==> src/core/tsc_pkg.sv <==
package tsc_pkg;

  ////////////////////////////////////////////////////////////////////////////
  // Register byte offsets
  localparam logic [7:0] TSC_OFF_MODE   = 8'h00;
  localparam logic [7:0] TSC_OFF_CMP    = 8'h04;
  localparam logic [7:0] TSC_OFF_OSTYLE = 8'h08;
  localparam logic [7:0] TSC_OFF_OUTCTL = 8'h0c;
  localparam logic [7:0] TSC_OFF_CMD    = 8'h10;
  localparam logic [7:0] TSC_OFF_STATUS = 8'h14;
  localparam logic [7:0] TSC_OFF_CAPT   = 8'h18;

  ////////////////////////////////////////////////////////////////////////////
  // Mode register fields
  localparam int unsigned TSC_CKS_HI   = 15;
  localparam int unsigned TSC_CKS_LO   = 14;
  localparam int unsigned TSC_CCS      = 12;
  localparam int unsigned TSC_SPLIT    = 11;
  localparam int unsigned TSC_STS_HI   = 10;
  localparam int unsigned TSC_STS_LO   = 8;
  localparam int unsigned TSC_MD_HI    = 3;
  localparam int unsigned TSC_MD_LO    = 1;
  localparam int unsigned TSC_MD0      = 0;
  localparam logic [15:0] TSC_MODE_WMASK = 16'hdf0f;

  // Output style register: this channel's bit
  localparam int unsigned TSC_OSTYLE_BIT   = 3;
  localparam logic [15:0] TSC_OSTYLE_WMASK = 16'h00fe;

  // Output control register fields
  localparam int unsigned TSC_OC_ENABLE = 0;
  localparam int unsigned TSC_OC_POL    = 1;
  localparam int unsigned TSC_OC_VALUE  = 2;

  // Command register fields
  localparam int unsigned TSC_CMD_START = 0;
  localparam int unsigned TSC_CMD_STOP  = 1;

  ////////////////////////////////////////////////////////////////////////////
  // Reset values
  localparam logic [15:0] TSC_MODE_RST   = 16'h0000;
  localparam logic [15:0] TSC_CMP_RST    = 16'h0000;
  localparam logic [15:0] TSC_OSTYLE_RST = 16'h0000;
  localparam logic [15:0] TSC_CNT_RST    = 16'h0000;
  localparam logic [31:0] TSC_RDATA_RST  = 32'h0000_0000;

  ////////////////////////////////////////////////////////////////////////////
  // Codes
  localparam logic [2:0] TSC_STS_SW     = 3'h0;
  localparam logic [2:0] TSC_STS_EDGE   = 3'h1;
  localparam logic [2:0] TSC_STS_BOTH   = 3'h2;
  localparam logic [2:0] TSC_STS_MASTER = 3'h4;

  localparam logic [2:0] TSC_MD_INTERVAL = 3'h0;
  localparam logic [2:0] TSC_MD_CAPTURE  = 3'h2;
  localparam logic [2:0] TSC_MD_EVENT    = 3'h3;
  localparam logic [2:0] TSC_MD_ONECOUNT = 3'h4;
  localparam logic [2:0] TSC_MD_CAPONE   = 3'h6;

  localparam logic [1:0] TSC_CK_0 = 2'h0;
  localparam logic [1:0] TSC_CK_2 = 2'h1;
  localparam logic [1:0] TSC_CK_1 = 2'h2;

  localparam logic [15:0] TSC_MASK16 = 16'hffff;
  localparam logic [15:0] TSC_MASK8  = 16'h00ff;

  ////////////////////////////////////////////////////////////////////////////
  // Types
  typedef enum logic [1:0] {TSC_OFF, TSC_WAIT, TSC_RUN} tsc_state_t;

  typedef struct packed {
    logic        ready;
    logic        slverr;
    logic [31:0] rdata;
  } tsc_apb_t;

  typedef struct packed {
    logic [15:0] mode;
    logic [15:0] cmp;
    logic [15:0] ostyle;
    logic        toe;
    logic        tol;
    logic        tov;
  } tsc_regs_t;

  typedef struct packed {
    tsc_state_t  state;
    logic [15:0] cnt;
    logic [15:0] cap;
    logic        irq;
    logic        pin;
  } tsc_core_t;

  typedef struct packed {
    tsc_apb_t  apb;
    tsc_regs_t regs;
    tsc_core_t core;
  } tsc_top_t;

  typedef struct packed {
    logic sync1;
    logic sync2;
    logic last;
    logic rise;
    logic fall;
  } tsc_edge_t;

endpackage

==> src/core/tsc_edge.sv <==
`timescale 1ns/1ns
module tsc_edge
  import tsc_pkg::*;
(
  // Clock and reset
  input  wire logic clk,
  input  wire logic rst_n,
  input  wire logic ce,
  // Sampling strobe (operating clock tick)
  input  wire logic sample,
  // Pin and edges
  input  wire logic pin_in,
  output logic      rise,
  output logic      fall
);

  tsc_edge_t s_r;
  tsc_edge_t s_nxt;

  always_comb begin
    s_nxt = s_r;
    if (ce) begin
      s_nxt.sync1 = pin_in;
      s_nxt.sync2 = s_r.sync1;
      s_nxt.rise  = 1'b0;
      s_nxt.fall  = 1'b0;
      if (sample) begin
        s_nxt.last = s_r.sync2;
        s_nxt.rise = s_r.sync2 & ~s_r.last;
        s_nxt.fall = ~s_r.sync2 & s_r.last;
      end
    end
  end

  always_ff @(posedge clk or negedge rst_n) begin
    if (!rst_n) begin
      s_r <= '0;
    end else begin
      s_r <= s_nxt;
    end
  end

  assign rise = s_r.rise;
  assign fall = s_r.fall;

endmodule

==> src/core/tsc_channel.sv <==
// Our own choices: the address map and register access over APB.
`timescale 1ns/1ns
//////////////////////////////////////////////////////////////////////////////
// Function
// - Bits 15:14 pick prescaler clock 0/2/1/3
// - Clocks 2 and 3 only on channels 1, 3
// - Bit 12 picks operating clock or pin edge
// - Edge detector on operating clock, counter on count clock
// - Bit 11 selects 16-bit or 8-bit counting
// - Bits 10:8 pick start trigger source
// - Bits 3:1 pick mode and count direction
// - Bit 0 gives start interrupt and output change
// - One-count: bit 0 enables retrigger with interrupt
// - Capture one-count: no start irq, no retrigger
// - One-count pulse lasts compare value count clocks
// - Style bit 0: output toggles on own irq
// - Style bit 1: master irq sets, slave resets
// - Interval period is compare value plus one
// - Output disabled: software bit drives pin
// - Polarity bit 1 inverts the pin
module tsc_channel
  import tsc_pkg::*;
#(
  parameter int unsigned CH_NUM = 3,
  parameter int unsigned AW     = 8
) (
  // Clock, reset, enable
  input  wire logic          CLK_SYS,
  input  wire logic          RESETN,
  input  wire logic          CE,
  // APB slave
  input  wire logic          PSEL,
  input  wire logic          PENABLE,
  input  wire logic          PWRITE,
  input  wire logic [AW-1:0] PADDR,
  input  wire logic [31:0]   PWDATA,
  output logic               PREADY,
  output logic [31:0]        PRDATA,
  output logic               PSLVERR,
  // Timer unit links
  input  wire logic [3:0]    PRESC_TICK,
  input  wire logic          MASTER_IRQ,
  input  wire logic          SLAVE_IRQ,
  // Channel pins
  input  wire logic          CH_PIN_IN,
  output logic               CH_IRQ,
  output logic               CH_OUT
);

  ////////////////////////////////////////////////////////////////////////////
  // Functions

  function automatic logic hit(input logic [AW-1:0] a,
                               input logic [7:0]    off);
    hit = (a == AW'(off));
  endfunction

  function automatic logic op_tick(input logic [1:0] cks,
                                   input logic [3:0] t);
    logic wide;
    wide = (CH_NUM == 1) || (CH_NUM == 3);
    case (cks)
      TSC_CK_0: op_tick = t[0];
      TSC_CK_2: op_tick = wide ? t[2] : t[0];
      TSC_CK_1: op_tick = t[1];
      default:  op_tick = wide ? t[3] : t[1];
    endcase
  endfunction

  ////////////////////////////////////////////////////////////////////////////
  // State

  tsc_top_t    s_r;
  tsc_top_t    s_nxt;
  logic        optick;
  logic        pin_rise;
  logic        pin_fall;
  logic [1:0]  cks;
  logic        ccs;
  logic        split;
  logic [2:0]  sts;
  logic [2:0]  md;
  logic        md0;

  assign cks   = s_r.regs.mode[TSC_CKS_HI:TSC_CKS_LO];
  assign ccs   = s_r.regs.mode[TSC_CCS];
  assign split = s_r.regs.mode[TSC_SPLIT];
  assign sts   = s_r.regs.mode[TSC_STS_HI:TSC_STS_LO];
  assign md    = s_r.regs.mode[TSC_MD_HI:TSC_MD_LO];
  assign md0   = s_r.regs.mode[TSC_MD0];

  assign optick = op_tick(cks, PRESC_TICK);

  ////////////////////////////////////////////////////////////////////////////
  // Pin edge detector, sampled on the operating clock

  tsc_edge u_edge (
    .clk    (CLK_SYS),
    .rst_n  (RESETN),
    .ce     (CE),
    .sample (optick),
    .pin_in (CH_PIN_IN),
    .rise   (pin_rise),
    .fall   (pin_fall)
  );

  ////////////////////////////////////////////////////////////////////////////
  // Next state

  logic        setup;
  logic        wr_acc;
  logic        mapped;
  logic        sw_start;
  logic        sw_stop;
  logic        cnt_tick;
  logic        trig;
  logic        irq;
  logic [15:0] msk;
  logic [15:0] cmpv;
  logic [31:0] rmux;

  always_comb begin
    s_nxt    = s_r;
    setup    = PSEL & ~PENABLE;
    wr_acc   = PSEL & PENABLE & PWRITE & s_r.apb.ready;
    mapped   = hit(PADDR, TSC_OFF_MODE) | hit(PADDR, TSC_OFF_CMP) |
               hit(PADDR, TSC_OFF_OSTYLE) | hit(PADDR, TSC_OFF_OUTCTL) |
               hit(PADDR, TSC_OFF_CMD) | hit(PADDR, TSC_OFF_STATUS) |
               hit(PADDR, TSC_OFF_CAPT);
    sw_start = 1'b0;
    sw_stop  = 1'b0;
    irq      = 1'b0;
    rmux     = TSC_RDATA_RST;
    msk      = split ? TSC_MASK8 : TSC_MASK16;
    cmpv     = s_r.regs.cmp & msk;
    cnt_tick = ccs ? pin_rise : optick;
    if (hit(PADDR, TSC_OFF_MODE)) begin
      rmux = {16'h0000, s_r.regs.mode};
    end else if (hit(PADDR, TSC_OFF_CMP)) begin
      rmux = {16'h0000, s_r.regs.cmp};
    end else if (hit(PADDR, TSC_OFF_OSTYLE)) begin
      rmux = {16'h0000, s_r.regs.ostyle};
    end else if (hit(PADDR, TSC_OFF_OUTCTL)) begin
      rmux = {29'h0000_0000, s_r.regs.tov, s_r.regs.tol, s_r.regs.toe};
    end else if (hit(PADDR, TSC_OFF_STATUS)) begin
      rmux = {s_r.core.cnt, 14'h0000, s_r.core.state == TSC_RUN,
              s_r.core.state != TSC_OFF};
    end else if (hit(PADDR, TSC_OFF_CAPT)) begin
      rmux = {16'h0000, s_r.core.cap};
    end

    if (CE) begin
      //////////////////////////////////////////////////////////////////////
      // APB: answer in the first access cycle
      s_nxt.apb.ready  = setup & ~s_r.apb.ready;
      s_nxt.apb.slverr = setup & ~mapped;
      if (setup && !PWRITE) begin
        s_nxt.apb.rdata = rmux;
      end
      if (wr_acc) begin
        if (hit(PADDR, TSC_OFF_MODE)) begin
          s_nxt.regs.mode = PWDATA[15:0] & TSC_MODE_WMASK;
        end
        if (hit(PADDR, TSC_OFF_CMP)) begin
          s_nxt.regs.cmp = PWDATA[15:0];
        end
        if (hit(PADDR, TSC_OFF_OSTYLE)) begin
          s_nxt.regs.ostyle = PWDATA[15:0] & TSC_OSTYLE_WMASK;
        end
        if (hit(PADDR, TSC_OFF_OUTCTL)) begin
          s_nxt.regs.toe = PWDATA[TSC_OC_ENABLE];
          s_nxt.regs.tol = PWDATA[TSC_OC_POL];
          if (!s_r.regs.toe) begin
            s_nxt.regs.tov = PWDATA[TSC_OC_VALUE];
          end
        end
        if (hit(PADDR, TSC_OFF_CMD)) begin
          sw_start = PWDATA[TSC_CMD_START];
          sw_stop  = PWDATA[TSC_CMD_STOP];
        end
      end

      //////////////////////////////////////////////////////////////////////
      // Start trigger
      trig = sw_start;
      case (sts)
        TSC_STS_EDGE:   trig = trig | pin_rise;
        TSC_STS_BOTH:   trig = trig | pin_rise | pin_fall;
        TSC_STS_MASTER: trig = trig | MASTER_IRQ;
        default:        trig = trig;
      endcase

      //////////////////////////////////////////////////////////////////////
      // Counter
      case (s_r.core.state)
        TSC_OFF: begin
          if (sw_start) begin
            if (md == TSC_MD_ONECOUNT || md == TSC_MD_CAPONE) begin
              s_nxt.core.state = TSC_WAIT;
            end else begin
              s_nxt.core.state = TSC_RUN;
              s_nxt.core.cnt   = (md == TSC_MD_CAPTURE) ? TSC_CNT_RST
                                                        : cmpv;
              irq = md0;
            end
          end
        end
        TSC_WAIT: begin
          if (trig) begin
            s_nxt.core.state = TSC_RUN;
            s_nxt.core.cnt   = (md == TSC_MD_CAPONE) ? TSC_CNT_RST
                                                     : cmpv;
          end
        end
        TSC_RUN: begin
          case (md)
            TSC_MD_INTERVAL, TSC_MD_EVENT: begin
              if (cnt_tick) begin
                if (s_r.core.cnt == TSC_CNT_RST) begin
                  s_nxt.core.cnt = cmpv;
                  irq            = 1'b1;
                end else begin
                  s_nxt.core.cnt = (s_r.core.cnt - 16'h0001) & msk;
                end
              end
            end
            TSC_MD_CAPTURE: begin
              if (trig && !sw_start) begin
                s_nxt.core.cap = s_r.core.cnt;
                s_nxt.core.cnt = TSC_CNT_RST;
                irq            = 1'b1;
              end else if (cnt_tick) begin
                s_nxt.core.cnt = (s_r.core.cnt + 16'h0001) & msk;
              end
            end
            TSC_MD_ONECOUNT: begin
              if (trig) begin
                if (md0) begin
                  s_nxt.core.cnt = cmpv;
                  irq            = 1'b1;
                end
              end else if (cnt_tick) begin
                if (s_r.core.cnt <= 16'h0001) begin
                  s_nxt.core.state = TSC_WAIT;
                  irq              = 1'b1;
                end else begin
                  s_nxt.core.cnt = (s_r.core.cnt - 16'h0001) & msk;
                end
              end
            end
            TSC_MD_CAPONE: begin
              if (pin_fall) begin
                s_nxt.core.cap   = s_r.core.cnt;
                s_nxt.core.state = TSC_WAIT;
                irq              = 1'b1;
              end else if (cnt_tick) begin
                s_nxt.core.cnt = (s_r.core.cnt + 16'h0001) & msk;
              end
            end
            default: begin
              s_nxt.core.cnt = s_r.core.cnt;
            end
          endcase
        end
        default: begin
          s_nxt.core.state = TSC_OFF;
        end
      endcase
      if (sw_stop) begin
        s_nxt.core.state = TSC_OFF;
      end
      s_nxt.core.irq = irq;

      //////////////////////////////////////////////////////////////////////
      // Output controller
      if (s_r.regs.toe) begin
        if (s_r.regs.ostyle[TSC_OSTYLE_BIT]) begin
          if (MASTER_IRQ) begin
            s_nxt.regs.tov = 1'b1;
          end else if (SLAVE_IRQ) begin
            s_nxt.regs.tov = 1'b0;
          end
        end else if (irq) begin
          s_nxt.regs.tov = ~s_r.regs.tov;
        end
      end
      s_nxt.core.pin = s_nxt.regs.tov ^ s_nxt.regs.tol;
    end else begin
      trig = 1'b0;
    end
  end

  ////////////////////////////////////////////////////////////////////////////
  // Registers

  always_ff @(posedge CLK_SYS or negedge RESETN) begin
    if (!RESETN) begin
      s_r             <= '0;
      s_r.regs.mode   <= TSC_MODE_RST;
      s_r.regs.cmp    <= TSC_CMP_RST;
      s_r.regs.ostyle <= TSC_OSTYLE_RST;
      s_r.core.state  <= TSC_OFF;
      s_r.core.cnt    <= TSC_CNT_RST;
      s_r.apb.rdata   <= TSC_RDATA_RST;
    end else begin
      s_r <= s_nxt;
    end
  end

  ////////////////////////////////////////////////////////////////////////////
  // Outputs

  assign PREADY  = s_r.apb.ready;
  assign PRDATA  = s_r.apb.rdata;
  assign PSLVERR = s_r.apb.slverr;
  assign CH_IRQ  = s_r.core.irq;
  assign CH_OUT  = s_r.core.pin;

endmodule

==> config.mk <==
export PLATFORM = sky130hd
export DESIGN_NAME = tsc_channel
export DESIGN_NICKNAME = d
export VERILOG_FILES = /design/src/core/tsc_pkg.sv /design/src/core/tsc_edge.sv /design/src/core/tsc_channel.sv
export SDC_FILE = /design/constraint.sdc
export NUM_CORES = 1
export LEC_CHECK = 0
export BUFFER_PORTS_ARGS = -buffer_cell sky130_fd_sc_hd__clkbuf_2
export CORE_UTILIZATION = 53
export CTS_CLUSTER_DIAMETER = 100
export DETAILED_ROUTE_END_ITERATION = 7
export PLACE_DENSITY_LB_ADDON = 0.08
export SETUP_SLACK_MARGIN = 0.3
export SLEW_MARGIN = 15
export SYNTH_ARGS = -nofsm -noshare
export SYNTH_HDL_FRONTEND = slang
export SYNTH_SLANG_ARGS = --single-unit
==> constraint.sdc <==
create_clock -name CLK_SYS -period 2.35 [get_ports CLK_SYS]
set_input_delay 0.235 -clock CLK_SYS [delete_from_list [all_inputs] [get_ports CLK_SYS]]
set_output_delay 0.235 -clock CLK_SYS [all_outputs]
set_load 0.05 [all_outputs]
### Word level (Yosys, flattened, before mapping)

Index checks and enable logic that the tools add are counted.

* input port bits: 53
* ROM bits: 0
* logic and storage cells: 182
* bits in registers: 126
* memory bits (writable): 0
* latch bits: 0
* output and inout bits: 36
* memories: 0

* div/mod/pow operators: 0
* bitwise operators: 27
* shift-type cells: 0
* $lt $le $gt $ge: 1
* $mul: 0
* muxes and demuxes: 70
* eq/ne operators: 40
* reduce and logical (&&, ||, !) cells: 23
* $add $sub $neg: 2

Operator list (number)
* $mux 16: 18
* $mux 32: 5
* $mux 51: 2
* $pmux 16 s4: 1
* $mux 18: 3
* $and 16x16->16: 3
* $pmux 16 s3: 1
* $pmux 16 s2: 1
* $mux 1: 26
* $eq 8x5->1 const B: 3
* $ne 2x1->1 const B: 9
* $add 16x1->16 const B: 1
* $eq 8x4->1 const B: 2
* $le 16x1->1 const B: 1
* $logic_not 16->1: 1
* $sub 16x1->16 const B: 1
* $mux 2: 6
* $ne 4x3->1 const B: 3
* $reduce_and 3->1: 4
* $reduce_and 11->1: 1
* $eq 3x2->1 const B: 3
* $eq 3x3->1 const B: 3
* $or 1x1->1: 9
* $and 1x1->1: 8
* other kinds (31): 48

### Depth between registers and ports, before layout

* depth after elaboration: 19
* gate-level depth with buffers: 10
* depth with buffers taken out: 10

### Hierarchy

Synthesis repeated with hierarchy kept, for this count alone.

* cell total of the unflattened synthesis: 730
* area total of the unflattened synthesis: 6842.8 µm²

By module, submodules not included
* tsc_channel: sequential area each 2677.6 µm², cells each 714, area an instance 6648.9 µm², instances 1
* tsc_edge: sequential area each 125.1 µm², cells each 16, area an instance 193.9 µm², instances 1

### Worst setup path after synthesis

No wires, ideal clock.

* path type: register to register
* from: register s_r (netlist bit PREADY)
* to: register s_r (netlist bit CH_OUT)
* cell stages (with the launch flop): 10
* buffers on the path: 1
* data arrival time: 2525 ps
* period minus slack after synthesis: 2645 ps
* setup time: 120 ps
* slack: -295 ps
* data required time: 2230 ps
* path through: dfrtp_1 > and4_1 > clkbuf_1 > and2_1 > and3_4 > and3_2 > o21ai_0 > a32o_2 > or3_1 > a31o_1

* word-level cells in the longest chain between the ends: 17
* elaborated cells on any way between the ends: 25
* those cells by class: mux (18); bitwise (5); reduce/logical (2)

RTL lines
* start: declaration: RTL line tsc_channel.sv:73 `tsc_top_t s_r;`
* start signal: assignment: RTL line tsc_channel.sv:306 `s_r <= s_nxt;`
* $and 1x1->1 *: RTL line tsc_channel.sv:125 `wr_acc = PSEL & PENABLE & PWRITE & s_r.apb.ready;`
* $mux 1: RTL line tsc_channel.sv:160 `if (wr_acc) begin`
* $mux 1: RTL line tsc_channel.sv:152 `if (CE) begin`
* $or 1x1->1: RTL line tsc_channel.sv:187, tsc_channel.sv:188
* $or 1x1->1: RTL line tsc_channel.sv:188 `TSC_STS_BOTH: trig = trig | pin_rise | pin_fall;`
* $pmux 1 s3: RTL line tsc_channel.sv:186 `case (sts)`
* $mux 1: RTL line tsc_channel.sv:152
* $logic_and 1x1->1: RTL line tsc_channel.sv:228 `if (trig && !sw_start) begin`
* $mux 1: RTL line tsc_channel.sv:228
* $pmux 1 s4: RTL line tsc_channel.sv:216 `case (md)`
* $pmux 1 s2: RTL line tsc_channel.sv:195 `case (s_r.core.state)`
* $mux 1: RTL line tsc_channel.sv:152
* $mux 1: RTL line tsc_channel.sv:283 `end else if (irq) begin`
* $mux 1: RTL line tsc_channel.sv:277 `if (s_r.regs.ostyle[TSC_OSTYLE_BIT]) begin`
* $mux 1: RTL line tsc_channel.sv:276 `if (s_r.regs.toe) begin`
* $mux 1: RTL line tsc_channel.sv:152
* $xor 1x1->1 *: RTL line tsc_channel.sv:287 `s_nxt.core.pin = s_nxt.regs.tov ^ s_nxt.regs.tol;`

Every way passes the cells marked *; elsewhere a longest branch is shown, timed or not. The select of a mux whose other input is x is not followed.
A chain may end at the register's enable or synchronous reset.

### Worst setup path in the final report

* from: register s_r (netlist bit cks[0])
* to: register s_r[19] (netlist name)

* word-level cells in the longest chain between the ends: 7
* elaborated cells on any way between the ends: 13
* those cells by class: eq/ne (4); mux (7); reduce/logical (2)

RTL lines
* $eq 2x2->1 (tied with other cells): RTL line tsc_channel.sv:62 `case (cks)`
* $pmux 1 s3 *: RTL line tsc_channel.sv:62
* $mux 1 *: RTL line tsc_channel.sv:136 `cnt_tick = ccs ? pin_rise : optick;`
* $mux 16
* $mux 16, on equally long branches
* $pmux 16 s4
* $pmux 16 s3

Marks and branches as above.

==> results.cfg <==
[run_status]
outcome = finished with violations
violations = setup timing

[cells_and_area]
antenna_cells = 0
areaGrowthSynthToFinish_pct = 29.2
layout.nets = 901
seqCellArea_sq_um = 2800
layout-drive-gt1-share_pct = 41.1
fillers = 979
multiInputGateArea_sq_um = 3700

[grt]
grt_antenna_before_repair = 0
track_usage_pct = 34.4
grt_max_degree = 54
grt_overflow = 0
grt_pass1_wl_um = 33700
grt_pass1_vias = 6160
grtUsageMet2_pct = 54.2
grtUsageMet1_pct = 46.5
met3_usage_pct = 6.69
grt-busiest-layer = met2

[clock_network]
clk_pin_slew_ps = 90
clk_path_buf_depth = 2
cts_tree = done
clock-sinks = 112
htreeDepth = 3
clk_root_buffer_cell = clkbuf_16
clkLatencyLatePin_ps = 370
cts-buffers-inserted = 9

[floorplanning]
num_io_pins = 89
rows = 40
die_h_um = 115
die_area_sq_um = 13200
start_util_pct = 55.4
fp.dieW_um = 115
core_area_sq_um = 12200

[synthesis]
synth-main-ff-cell = dfrtp_1
synth_compound_area_share_pct = 18.2
syn-mean-instance-area_sq_um = 9.81
synthDistinctLibCells = 80
yosys.area_share.adder_pct = 1.48
synth_top_area_share_pct = 41.5
synth_top_family_by_area = compound AO/OA/AOI/OAI gates
synth_area_sq_um = 6760
async_flop_share_pct = 100
synthSimpleGateAreaFrac_pct = 17.3
synthesis.yosys.warnings = 0
ys_seq_area_share_pct = 41.5
synth_nets = 750
ys_seq_elements = 112
synth_top_area_cell = dfrtp_1
synth_edf_count = 0
synthMuxAreaShare_pct = 10.2
synthCells = 689
synth_area_leaders = dfrtp_1 (41%), mux2_2 (8.7%), buf_4 (4.0%)
post_synth_xor_area_fraction_pct = 3.37
synthTopCellsByCount = dfrtp_1 (112), nand2_1 (62), mux2_2 (52), nor2_1 (52), o21ai_0 (37)
yosysMostFrequentCell = dfrtp_1

[drt]
vias_per_cell = 6.11
num_vias = 6185
drt_wl_total_um = 21300
ant_nets = 0
avgRoutedWirePerCell_um = 21.1
firstDrtPassIters = 5
drt_iter0_markers = 569
post-route-drc-count = 0

[timing]
tns_ps = -4330
drv_slew = 0
finalHoldViolations = 0
relSlewSlack_pct = 65.4
timing.fmax_mhz = 380
setup_viol = 18
fin_crit_sh_pct = 112
worst_pin_slew_ps = 519
clock_skew_ps = 15.3
fin_crit_ps = 2630
rsz0062_at_grt = yes
layout_setup_ws_ps = -280

[critical_path]
slowest_stage = mux4_2
r2r_slack_ps = -280
cp_cell_sequence = mux4_2, mux2_4, buf_4, buf_6, o31ai_4, a221o_1, a21oi_4, buf_12, buf_8, nor2_2, a21oi_1
r2r_cells = 11
worstReg2RegEnd = s_r[19]
worstPathArrival_ps = 2870
cpPeakStageDelay_ps = 610
critical_path_required_ps = 2590
r2r_start = cks[0]
worstSetupStartpointType = register
critPathTopFamily = multiplexers
crit_type = register to register
worst_setup_path_end_kind = register
critPathBufInv = 4
crit_fanout = 8

[power_and_ir_drop]
powerDensity_nw_per_um2 = 812
peakVddDrop_uv = 585
p_leak_uw = 0.00397

[hold_path]
hold_end = u_edge.s_r[4]
hold_class = input port to register
worstHoldStart = CH_PIN_IN
min_path_cells = 2

[place]
place_hpwl_um = 15800
dpl_worst_slack_ps = -224
io_buffers = 72
place.gp.congestion = 1.00

[flow_run]
timing.max_cap.violations = 0
-- power by group --
part           internal [uW]  leakage (uW)  switching (uW)
combinational           1400       0.00232            1770
clock                    780      0.000155             848
sequential              2130       0.00149             165
-- cell families after synthesis --
| family | after synthesis |
|---|---|
| simple gates | 224 |
| compound gates | 166 |
| flops | 112 |
| buf+inv | 93 |
| mux | 60 |
| xor+xnor | 26 |
| fa+ha+maj | 8 |
-- layout by cell type (no fill, tap or decap), drive strengths merged, types with 9 or more instances in the layout --
cell,n
and2,9
xnor2,15
nor2,52
xor2,11
a222oi,10
nand3,19
a22o,17
inv,23
mux2,52
a221oi,11
buf,142
a21oi,21
clkbuf,80
dfrtp,112
nand2,62
o21ai,37
o22ai,9
nor3,31
-- per-layer routing --
| metal | vias up | wire length [um] |
|---|---|---|
| li1 | 2808 | - |
| met1 | 3050 | 9180 |
| met2 | 275 | 9840 |
| met3 | 52 | 1630 |
| met4 | 0 | 692 |
| met5 | - | 0 |
-- area by class of cell --
cell class | instances | share of cell area (%)
clock buffers | 9 | 2.58
flip-flops and latches | 112 | 32.1
repair buffers | 214 | 18.7
clock inverters | 7 | 1.09
multi-input cells | 484 | 42.3
well taps | 168 | 2.41
inverters | 19 | 0.845
-- registers in the layout, indices dropped and copies added, names as in the netlist, 2 cells and up --
signal      flops
s_r            64
PRDATA         32
md              3
u_edge.s_r      3
cks             2
-- metrics by stage --
stage               utilization (%)  instance area (sq um)  hold slack [ps]  std cells  total power [uW]
floorplan                         -                   6910            -60.6        689              4050
global placement               65.0                   7940              236        976              5060
detailed placement             65.0                   7940              241        976              5130
CTS                            70.9                   8660             96.8       1012              7000
global route                   71.5                   8740              103       1013              7420
finish                         71.5                   8740             96.0       1013              7090
-- repair_timing --
| action | CTS | global route |
|---|---|---|
| hold buffers | 1 | 0 |
| gates resized for setup | 45 | 18 |
| endpoints found under the setup margin | 37 | 37 |
| endpoints found under the hold margin | 38 | 0 |
| buffers inserted | 15 | 1 |
| gates cloned | 4 | 0 |
| pin swaps | 16 | 9 |
-- how the worst max path moves through the flow --
stage / startpoint / to / slack, ps / cells past startpoint
2_1_floorplan: s_r[34] / CH_OUT / -200 / 10
3_3_place_gp: s_r[28] / s_r[31] / -190 / 8
5_1_grt: cks[0] / s_r[24] / -360 / 9
4_1_cts: s_r[34] / CH_OUT / -220 / 10
6_report: cks[0] / s_r[19] / -280 / 11
3_5_place_dp: s_r[34] / CH_OUT / -220 / 10
Power figures use the tool's default switching activity.
